[src/hw/swd_pkg.sv]
package swd_pkg;
  // register byte offsets
  localparam logic [7:0] SWD_OFS_CTRL    = 8'h00;
  localparam logic [7:0] SWD_OFS_START   = 8'h04;
  localparam logic [7:0] SWD_OFS_RELOAD  = 8'h08;
  localparam logic [7:0] SWD_OFS_STANDBY = 8'h0c;
  localparam logic [7:0] SWD_OFS_STATUS  = 8'h10;
  localparam logic [7:0] SWD_OFS_COUNT   = 8'h14;
  localparam logic [7:0] SWD_OFS_IRQ_ST  = 8'h18;
  localparam logic [7:0] SWD_OFS_IRQ_MSK = 8'h1c;
  // control fields
  localparam int SWD_CTRL_EN        = 0;
  localparam int SWD_CTRL_MODE_LSB  = 4;
  localparam int SWD_MODE_W         = 4;
  // action mask bits
  localparam int SWD_ACT_MAIN       = 0;
  localparam int SWD_ACT_SEC        = 1;
  localparam int SWD_ACT_WDOUT      = 2;
  localparam int SWD_ACT_GPIO       = 3;
  // status bits
  localparam int SWD_ST_EN          = 0;
  localparam int SWD_ST_FAULT       = 1;
  // counter
  localparam int SWD_CNT_W          = 16;
  localparam logic [15:0] SWD_START_MIN = 16'h0001;
  localparam logic [15:0] SWD_START_MAX = 16'hfffe;
  localparam logic [15:0] SWD_START_RST = 16'hfffe;
  // tick timing
  localparam int SWD_TICK_US        = 10;
  localparam int SWD_CLK_MHZ        = 20;
  localparam int SWD_TICK_CYC       = SWD_TICK_US * SWD_CLK_MHZ;
  localparam int SWD_DIV_W          = 8;
  // irq bits
  localparam int SWD_IRQ_TIMEOUT    = 0;
  localparam int SWD_IRQ_RELOAD     = 1;
  localparam int SWD_IRQ_W          = 2;
endpackage : swd_pkg

[src/hw/swd_tick.sv]
`timescale 1ns/1ns
module swd_tick
  import swd_pkg::*;
#(
  parameter int CYCLES = SWD_TICK_CYC
)(
  // clock and reset
  input  wire logic pclk,
  input  wire logic presetn,
  // control
  input  wire logic run,
  output logic      tick
);
  // cycle count must be at least 2 and fit the divider register
  if (CYCLES < 2 || CYCLES >= 2**SWD_DIV_W)
  begin : g_bad_cycles
    $error("swd_tick: CYCLES out of range");
  end

  logic [SWD_DIV_W-1:0] cnt;
  logic [SWD_DIV_W-1:0] next_cnt;
  logic                 next_tick;
  localparam logic [SWD_DIV_W-1:0] LAST = SWD_DIV_W'(CYCLES - 1);

  always_comb
  begin
    next_cnt  = cnt;
    next_tick = 1'b0;
    if (!run)
      next_cnt = '0;
    else if (cnt == LAST)
    begin
      next_cnt  = '0;
      next_tick = 1'b1;
    end
    else
      next_cnt = cnt + 1'b1;
  end

  always_ff @(posedge pclk or negedge presetn)
  begin
    if (!presetn)
    begin
      cnt  <= '0;
      tick <= 1'b0;
    end
    else
    begin
      cnt  <= next_cnt;
      tick <= next_tick;
    end
  end
endmodule : swd_tick

[src/hw/swd_top.sv]
// Chosen here: register access over APB and the register offsets.
`timescale 1ns/1ns
// Overview of operation
// RL1 - counter disabled after reset; enable bit starts it
// RL2 - start value 1 to fffe, 10 us units
// RL3 - enabled counter decrements each 10 us tick
// RL4 - reaching zero is malfunction; run selected actions
// RL5 - mask: main, secondary, watchdog out, outputs
// RL6 - reload restores start value, stays enabled
// RL7 - reload ignored while disabled
// RL8 - software reloads within each counting period
// RL9 - mode bit2: output high counting, low expired
// RL10 - otherwise output follows standby level
// RL11 - watchdog output low after power-up
// RL12 - status bit0 enable, bit1 malfunction
// RL13 - bit1 meaningless while disabled
// RL14 - enabling loads start value before decrementing
// RL15 - expired: stop counting, hold actions asserted
module swd_top
  import swd_pkg::*;
(
  // apb clock and reset
  input  wire logic        pclk,
  input  wire logic        presetn,
  // apb slave
  input  wire logic        psel,
  input  wire logic        penable,
  input  wire logic        pwrite,
  input  wire logic [7:0]  paddr,
  input  wire logic [31:0] pwdata,
  input  wire logic [3:0]  pstrb,
  output logic [31:0]      prdata,
  output logic             pready,
  output logic             pslverr,
  // timeout actions
  output logic             halt_main,
  output logic             halt_secondary,
  output logic             wd_out,
  output logic             general_outputs_force_low,
  // interrupt
  output logic             irq
);
  logic                  enable;
  logic [SWD_MODE_W-1:0] mode;
  logic [SWD_CNT_W-1:0]  start_val;
  logic                  standby;
  logic [SWD_CNT_W-1:0]  count;
  logic                  fault;
  logic [SWD_IRQ_W-1:0]  irq_st;
  logic [SWD_IRQ_W-1:0]  irq_msk;
  logic                  tick;

  logic                  next_enable;
  logic [SWD_MODE_W-1:0] next_mode;
  logic [SWD_CNT_W-1:0]  next_start_val;
  logic                  next_standby;
  logic [SWD_CNT_W-1:0]  next_count;
  logic                  next_fault;
  logic [SWD_IRQ_W-1:0]  next_irq_st;
  logic [SWD_IRQ_W-1:0]  next_irq_msk;
  logic [31:0]           next_prdata;
  logic                  next_pslverr;
  logic                  next_halt_main;
  logic                  next_halt_sec;
  logic                  next_wd_out;
  logic                  next_gpo_low;
  logic                  next_irq;

  logic                  wr_acc;
  logic                  rd_acc;
  logic                  reload;
  logic                  addr_ok;
  logic [SWD_IRQ_W-1:0]  ev;

  // divider runs only while counting, so first tick is a full period
  swd_tick #(.CYCLES(SWD_TICK_CYC)) u_tick
  (
    .pclk    (pclk),
    .presetn (presetn),
    .run     (enable && !fault),
    .tick    (tick)
  );

  // zero wait states: every access completes in its access phase
  assign wr_acc = psel && penable && pwrite;
  assign rd_acc = psel && penable && !pwrite;
  assign reload = wr_acc && paddr == SWD_OFS_RELOAD && pstrb[0];

  always_comb
  begin
    unique case (paddr)
      SWD_OFS_CTRL, SWD_OFS_START, SWD_OFS_RELOAD, SWD_OFS_STANDBY,
      SWD_OFS_STATUS, SWD_OFS_COUNT, SWD_OFS_IRQ_ST, SWD_OFS_IRQ_MSK:
        addr_ok = 1'b1;
      default:
        addr_ok = 1'b0;
    endcase
  end

  // configuration registers
  always_comb
  begin
    next_enable    = enable;
    next_mode      = mode;
    next_start_val = start_val;
    next_standby   = standby;
    next_irq_msk   = irq_msk;
    if (wr_acc && pstrb[0])
    begin
      unique case (paddr)
        SWD_OFS_CTRL:
        begin
          next_enable = pwdata[SWD_CTRL_EN]; // RL1
          next_mode   = pwdata[SWD_CTRL_MODE_LSB +: SWD_MODE_W];
        end
        SWD_OFS_STANDBY: next_standby = pwdata[0];
        SWD_OFS_IRQ_MSK: next_irq_msk = pwdata[SWD_IRQ_W-1:0];
        default: ;
      endcase
    end
    // out-of-range start values are refused, old value kept
    if (wr_acc && paddr == SWD_OFS_START && (&pstrb[1:0])
        && pwdata[15:0] >= SWD_START_MIN
        && pwdata[15:0] <= SWD_START_MAX) // RL2
      next_start_val = pwdata[15:0];
  end

  // counter engine
  always_comb
  begin
    next_count = count;
    next_fault = fault;
    if (next_enable && !enable)
    begin
      next_count = next_start_val; // RL14
      next_fault = 1'b0;
    end
    else if (!enable)
      next_fault = 1'b0;
    else if (reload)
    begin
      next_count = start_val; // RL6 RL7
      next_fault = 1'b0;
    end
    else if (!fault && tick)
    begin
      next_count = count - 1'b1; // RL3
      if (count == SWD_CNT_W'(1))
        next_fault = 1'b1; // RL4 RL15
    end
    // disabling while expired releases all actions
    if (!next_enable)
      next_fault = 1'b0;
  end

  // sticky events: set wins over write-one-clear
  assign ev[SWD_IRQ_TIMEOUT] = next_fault && !fault;
  assign ev[SWD_IRQ_RELOAD]  = reload && enable;

  always_comb
  begin
    next_irq_st = irq_st;
    if (wr_acc && paddr == SWD_OFS_IRQ_ST && pstrb[0])
      next_irq_st = irq_st & ~pwdata[SWD_IRQ_W-1:0];
    next_irq_st = next_irq_st | ev;
    next_irq    = |(next_irq_st & next_irq_msk);
  end

  // outputs
  always_comb
  begin
    next_halt_main = next_fault && mode[SWD_ACT_MAIN]; // RL5
    next_halt_sec  = next_fault && mode[SWD_ACT_SEC]; // RL5
    next_gpo_low   = next_fault && mode[SWD_ACT_GPIO]; // RL5
    if (next_mode[SWD_ACT_WDOUT] && next_enable)
      next_wd_out = !next_fault; // RL9
    else
      next_wd_out = next_standby; // RL10
  end

  // read mux
  always_comb
  begin
    next_prdata  = 32'h0000_0000;
    next_pslverr = 1'b0;
    if (psel && !penable)
    begin
      next_pslverr = !addr_ok;
      unique case (paddr)
        SWD_OFS_CTRL:
        begin
          next_prdata[SWD_CTRL_EN] = enable;
          next_prdata[SWD_CTRL_MODE_LSB +: SWD_MODE_W] = mode;
        end
        SWD_OFS_START:   next_prdata[15:0] = start_val;
        SWD_OFS_STANDBY: next_prdata[0] = standby;
        SWD_OFS_STATUS:
        begin
          next_prdata[SWD_ST_EN]    = enable; // RL12
          next_prdata[SWD_ST_FAULT] = fault; // RL12 RL13
        end
        SWD_OFS_COUNT:   next_prdata[15:0] = count;
        SWD_OFS_IRQ_ST:  next_prdata[SWD_IRQ_W-1:0] = irq_st;
        SWD_OFS_IRQ_MSK: next_prdata[SWD_IRQ_W-1:0] = irq_msk;
        default: ;
      endcase
    end
    else if (psel && penable)
    begin
      next_prdata  = prdata;
      next_pslverr = pslverr;
    end
  end

  always_ff @(posedge pclk or negedge presetn)
  begin
    if (!presetn)
    begin
      enable         <= 1'b0; // RL1
      mode           <= '0;
      start_val      <= SWD_START_RST;
      standby        <= 1'b0;
      count          <= '0;
      fault          <= 1'b0;
      irq_st         <= '0;
      irq_msk        <= '0;
      prdata         <= 32'h0000_0000;
      pready         <= 1'b0;
      pslverr        <= 1'b0;
      halt_main      <= 1'b0;
      halt_secondary <= 1'b0;
      wd_out         <= 1'b0; // RL11
      general_outputs_force_low <= 1'b0;
      irq            <= 1'b0;
    end
    else
    begin
      enable         <= next_enable;
      mode           <= next_mode;
      start_val      <= next_start_val;
      standby        <= next_standby;
      count          <= next_count;
      fault          <= next_fault;
      irq_st         <= next_irq_st;
      irq_msk        <= next_irq_msk;
      prdata         <= next_prdata;
      pready         <= psel && !penable;
      pslverr        <= next_pslverr;
      halt_main      <= next_halt_main;
      halt_secondary <= next_halt_sec;
      wd_out         <= next_wd_out;
      general_outputs_force_low <= next_gpo_low;
      irq            <= next_irq;
    end
  end

  // checks
  AST_RESET_DISABLED: assert property (@(posedge pclk) // RL1
    $rose(presetn) |-> !enable && !wd_out)
    else $error("enable or wd_out set after reset");
  AST_START_RANGE: assert property (@(posedge pclk) // RL2
    disable iff (!presetn)
    start_val >= SWD_START_MIN && start_val <= SWD_START_MAX)
    else $error("start value out of range");
  AST_DECREMENT: assert property (@(posedge pclk) // RL3
    disable iff (!presetn)
    enable && !fault && tick && !reload && $stable(enable) |=>
    count == $past(count) - 16'h0001)
    else $error("counter did not decrement on tick");
  AST_TIMEOUT: assert property (@(posedge pclk) // RL4
    disable iff (!presetn)
    enable && tick && count == 16'h0001 && !reload && !wr_acc
    |=> fault ##1 (halt_main == mode[SWD_ACT_MAIN]))
    else $error("timeout not flagged");
  AST_RELOAD: assert property (@(posedge pclk) // RL6
    disable iff (!presetn)
    reload && enable && !(wr_acc && paddr == SWD_OFS_CTRL)
    |=> count == $past(start_val) && enable && !fault)
    else $error("reload did not restore start value");
  AST_RELOAD_OFF: assert property (@(posedge pclk) // RL7
    disable iff (!presetn)
    reload && !enable |=> !enable && $stable(count))
    else $error("reload acted while disabled");
  // wd_out register takes next values, so pin and state line up
  AST_WDOUT: assert property (@(posedge pclk) // RL9
    disable iff (!presetn)
    enable && mode[SWD_ACT_WDOUT] |-> wd_out == !fault)
    else $error("wd_out does not follow watchdog state");
  AST_STANDBY: assert property (@(posedge pclk) // RL10
    disable iff (!presetn)
    !(enable && mode[SWD_ACT_WDOUT]) |-> wd_out == standby)
    else $error("wd_out does not follow standby");
  // a control write may legally disable and release the fault
  AST_HOLD: assert property (@(posedge pclk) // RL15
    disable iff (!presetn)
    fault && enable && !reload && !(wr_acc && paddr == SWD_OFS_CTRL)
    |=> fault && $stable(count))
    else $error("expired counter moved");
  AST_STATUS: assert property (@(posedge pclk) // RL12
    disable iff (!presetn)
    rd_acc && paddr == SWD_OFS_STATUS && pready |->
    prdata[31:2] == 30'h0)
    else $error("status reserved bits nonzero");

  COV_TIMEOUT: cover property (@(posedge pclk) $rose(fault));
  COV_RELOAD:  cover property (@(posedge pclk) reload && enable);
  COV_IRQ:     cover property (@(posedge pclk) $rose(irq));
  COV_ERR:     cover property (@(posedge pclk) pready && pslverr);
endmodule : swd_top

[config.mk]
export PLATFORM = sky130hd
export DESIGN_NAME = swd_top
export DESIGN_NICKNAME = d
export VERILOG_FILES = /design/src/hw/swd_pkg.sv /design/src/hw/swd_tick.sv /design/src/hw/swd_top.sv
export SDC_FILE = /design/constraint.sdc
export NUM_CORES = 1
export LEC_CHECK = 0
export ABC_CLOCK_PERIOD_IN_PS = 2000
export BUFFER_PORTS_ARGS = -buffer_cell sky130_fd_sc_hd__clkbuf_2
export CORE_ASPECT_RATIO = 2
export CORE_UTILIZATION = 49
export CTS_CLUSTER_SIZE = 25
export DETAILED_ROUTE_END_ITERATION = 16
export PLACE_DENSITY = 0.76
export SLEW_MARGIN = 20
export SYNTH_ARGS = -nofsm -noshare
export SYNTH_HDL_FRONTEND = slang
export SYNTH_SLANG_ARGS = --single-unit
[constraint.sdc]
create_clock -name pclk -period 2 [get_ports pclk]
set_clock_uncertainty 0.1 [all_clocks]
set_input_delay 0.4 -clock pclk [delete_from_list [all_inputs] [get_ports pclk]]
set_output_delay 0.4 -clock pclk [all_outputs]
set_load 0.02 [all_outputs]
==> metrics list <==
- The run finished, with violations left.
* Failing checks: negative hold slack, negative setup slack
- Hold repair after CTS inserted 0 buffers.
- Using the TritonRoute via totals, the vias-per-cell ratio works out to between 6 and 7.
* Violation count after the first detailed-route iteration: between 300 and 400
- TritonCTS built the clock tree.
- Switching power as a share of total power: approximately 24%
* Number of setup violations in the final report: 7
- Yosys mapped a number of flops with a built-in enable equal to 0.
- Power share of the clock group: between 40% and 50%
- Dividing the final minimum period by the clock period gives 108%.
* Class of the most critical setup path: register to register
- Buffers placed on the I/O ports in this run total 53.
- In this run the horizontal extent of the chip is about 67 um.
* Post-Place Cells: 630
- The synthesized design spends more area on one cell type than any other, namely sky130_fd_sc_hd__dfrtp_1.
- Remaining global-route overflow: 0
- Min-Delay Path Class: primary input to async pin
- Number of top-level pins: 88
* Clock latency at the later pin of the worst-skew pair: between 0.3 and 0.4 ns
* Initial cell density of the core: 51.3%
- After detailed routing, the average wire length per cell comes to slightly above 20 um.
- Largest driver fanout on the critical path: 3
- Die Ht: 131 um
* Max clock buf depth: 2
- On the final layout, the worst hold slack is -0.0456 ns.
* Netlist Area Pre-Place: between 4000 and 5000 um2
* Arrival time of data at the critical path endpoint: between 2 and 2.5 ns
- Leakage Power: 2.68 nW
- Prior to clock tree synthesis, the placed netlist has a worst setup slack of -0.903 ns.
- Part of the total power dissipated in sequential elements: 46.2%
* Register bit total from synthesis: 75
- Required time reported for the critical path endpoint: roughly 2.1 ns
- Counting the buffers created by CTS gives 9.
- Fraction of final layout cells sized beyond drive strength 1: 43.1%
- Startpoint types: register
- Global placer's final weighted congestion: just over 1
- The first global-routing pass estimated around 21000 um of wire.
* Synth top area share: 36.6%
* Antenna fix cells: 0
- Worst slew margin relative to its limit: 38.7%
* Layout Cells excl Fill: roughly 650
- Synth top area cells: sky130_fd_sc_hd__dfrtp_1, sky130_fd_sc_hd__dfstp_2, sky130_fd_sc_hd__mux2_2
* Final worst setup slack: -0.168 ns
- The largest single stage delay on the critical path is approximately 0.53 ns.
- Vias in the first global route: 4155
- The number of antenna violations at the first check in global routing is 0.
- Combinational logic is responsible for roughly 8% of the overall power.
- Most instantiated flip-flop cell in the synthesis netlist: sky130_fd_sc_hd__dfrtp_1
- Row generation in the floorplan step produced 46 rows.
- Tot Pwr: approximately 3.3 mW
- Sequential cells were found to cover 46.2% of the synthesized design area.
- Global routing used roughly 33% of the available tracks across all layers.
- After clock tree synthesis, the clock-pin slew on the worst setup and hold paths is around 0.060 ns.
- IR analysis of the VDD net gives a maximum drop of between 600 and 700 uV.
- The count of pins over their slew limit is 0.
* Net Sw Power: around 0.8 mW
* Nature of the critical path endpoint: register
* H-tree depth: 3
- Counting distinct cell types in the post-synthesis netlist gives 66.
- Transition at the pin with the smallest max-transition slack: 0.919 ns
- The internal portion of the total power is around 2.5 mW.
- Via total after detailed routing: just under 4000
- For this run, the top clock speed supported by timing is between 0.4 and 0.5 GHz.
- The tool flagged a number of max-cap violations equal to 0.
- For this run, the share of the core covered by cells in the final layout is a little over two thirds.
- Total non-filler cell area in the finished layout: ~5600 um2
* Synth warnings: 0
- Setup repair after global routing could not meet its margin everywhere.
* Post-route DRC violation count: 0
- After legalization and detailed placement, the total HPWL measured between 9000 and 10000 um.
- Hold Violations, Final: 15
- For the final routed database, the setup TNS stands at -0.652 ns.
- Entering global routing, the biggest net connects 76 pins.
* Crit path time final: 2.17 ns
- Dividing total power by cell area gives a power density of around 590 nW/um2.
* Number of instances in the synthesized netlist: 408
* Clk root buf: sky130_fd_sc_hd__clkbuf_16
* Final ANT Viol Nets: 0
- After detailed placement, the total cell area comes to between 5000 and 6000 um2.
- For this run, asynchronously set or reset flops after synthesis account for 100%.
- The signal on the critical path passes through or4_4 -> or3_4 -> nor4_4 -> o21ai_2 -> mux2_4.
- The die covers about 8800 um2.
* Number of nets at the end of the flow: a little under 600
* Pre-antenna DRT Iters: 5
* Highest-delay cell along the critical path: sky130_fd_sc_hd__or4_4
* Total Wirelength: between 10000 and 15000 um
- For this design, the sink count on the clock tree is 75.
* Average footprint of a synthesized cell: roughly 10 um2
- Compared with the post-synthesis result, the final layout area differs by 36.4%.
- After floorplanning, the core was sized to cover 8000 um2.
-- worst paths after layout --
| check | from | endpoint | slack, ns | cells past startpoint |
|---|---|---|---|---|
| worst min-delay path | presetn | pslverr | -0.05 | 2 |
| worst max-delay path | count[12] | wd_out | -0.17 | 5 |
| max in group asynchronous | presetn | start_val[5] | 1.44 | 2 |
| worst min register to register | u_tick.cnt[0] | u_tick.cnt[0] | 0.36 | 1 |
| worst max register to register | count[12] | wd_out | -0.17 | 5 |
| min in group pclk | pwdata[13] | start_val[13] | 0.21 | 3 |
-- worst max-delay path, delay by kind of cell (launching register included) --
kind,cells,cell delay (ns)
and+or+nand+nor,3,1.16
DFF,1,0.40
muxes,1,0.28
AOI/OAI and AO/OA,1,0.10
-- cell families (layout without fill, tap and decap cells) --
kind of cell / count (synthesis) / in the layout / synth area share (%)
AOI/OAI and AO/OA: 93 / 93 / 16.1
xor gates and xnor gates: 9 / 9 / 1.92
adders and majority gates: 3 / 3 / 0.916
buffers and inverters: 39 / 166 / 5.58
DFF: 75 / 75 / 46.2
muxes: 26 / 26 / 7.48
other: 1 / 16 / 0.0915
and+or+nand+nor: 162 / 162 / 21.7
-- timing repair --
item	in CTS	in global routing
resized for setup	20	34
endpoints found under the setup margin	35	21
pin swaps	12	10
setup buffers	3	1
gates cloned	0	0
-- power groups by stage --
stage,logic (mW),clock network (mW),registers [mW]
4_1_cts,0.255,1.54,1.53
6_report,0.267,1.52,1.53
5_1_grt,0.287,1.60,1.53
3_3_place_gp,0.245,0,1.56
2_1_floorplan,0.107,0,1.56
3_5_place_dp,0.251,0,1.56
-- cells in the mapped netlist, drive strengths merged (4+ instances only) --
| cell type | number |
|---|---|
| inv | 6 |
| or4 | 5 |
| nand2 | 40 |
| nor4 | 9 |
| o21ai | 28 |
| clkbuf | 10 |
| nand4 | 9 |
| a21oi | 11 |
| and3 | 7 |
| a22oi | 12 |
| buf | 23 |
| and2 | 8 |
| a211o | 5 |
| nor2 | 35 |
| dfstp | 15 |
| a221o | 4 |
| xor2 | 6 |
| nor2b | 4 |
| nor3 | 8 |
| or3 | 4 |
| a222oi | 4 |
| nand2b | 4 |
| dfrtp | 60 |
| nand3 | 15 |
| mux2 | 24 |
-- layout by cell type, fill, tap and decap left out, types with 4 or more instances in the layout --
| cell | count |
|---|---|
| sky130_fd_sc_hd__nand4_1 | 9 |
| sky130_fd_sc_hd__a222oi_1 | 4 |
| sky130_fd_sc_hd__a221o_1 | 4 |
| sky130_fd_sc_hd__inv_1 | 4 |
| sky130_fd_sc_hd__a22oi_1 | 12 |
| sky130_fd_sc_hd__a211o_1 | 5 |
| sky130_fd_sc_hd__dfstp_2 | 15 |
| sky130_fd_sc_hd__mux2_4 | 10 |
| sky130_fd_sc_hd__conb_1 | 16 |
| sky130_fd_sc_hd__clkbuf_16 | 9 |
| sky130_fd_sc_hd__nor4_4 | 5 |
| sky130_fd_sc_hd__buf_4 | 85 |
| sky130_fd_sc_hd__buf_6 | 6 |
| sky130_fd_sc_hd__and3_1 | 6 |
| sky130_fd_sc_hd__and2_1 | 7 |
| sky130_fd_sc_hd__dfrtp_1 | 59 |
| sky130_fd_sc_hd__nand3_1 | 15 |
| sky130_fd_sc_hd__nor2_1 | 33 |
| sky130_fd_sc_hd__o21ai_0 | 24 |
| sky130_fd_sc_hd__nor3_1 | 5 |
| sky130_fd_sc_hd__clkbuf_2 | 49 |
| sky130_fd_sc_hd__nand2_1 | 40 |
| sky130_fd_sc_hd__mux2_2 | 13 |
| sky130_fd_sc_hd__xor2_1 | 6 |
| sky130_fd_sc_hd__a21oi_1 | 11 |
-- metal layers --
layer / track usage, % / vias to the layer above / wire length [um]
met4: 24.3 / 0 / 1090
met2: 57.5 / 207 / 7300
li1: - / 1762 / -
met3: 6.68 / 90 / 770
met1: 32.3 / 1875 / 4250
met5: 0 / - / 0
-- registers in the layout (all words and copies together) (netlist names), 2 cells and up --
register / flops
mode: 4
start_val: 16
irq_msk: 2
count: 16
u_tick.cnt: 8
irq_st: 2
prdata: 16
-- cell type report --
cell class / instances / area, um2
Fill cell: 588 / 2410
Multi-Input combinational cell: 309 / 2270
Sequential cell: 75 / 1900
Timing Repair Buffer: 144 / 1010
Clock buffer: 11 / 243
Tap cell: 96 / 120
Clock inverter: 5 / 37.5
Inverter: 6 / 22.5
(Power assumes the default switching activity.)
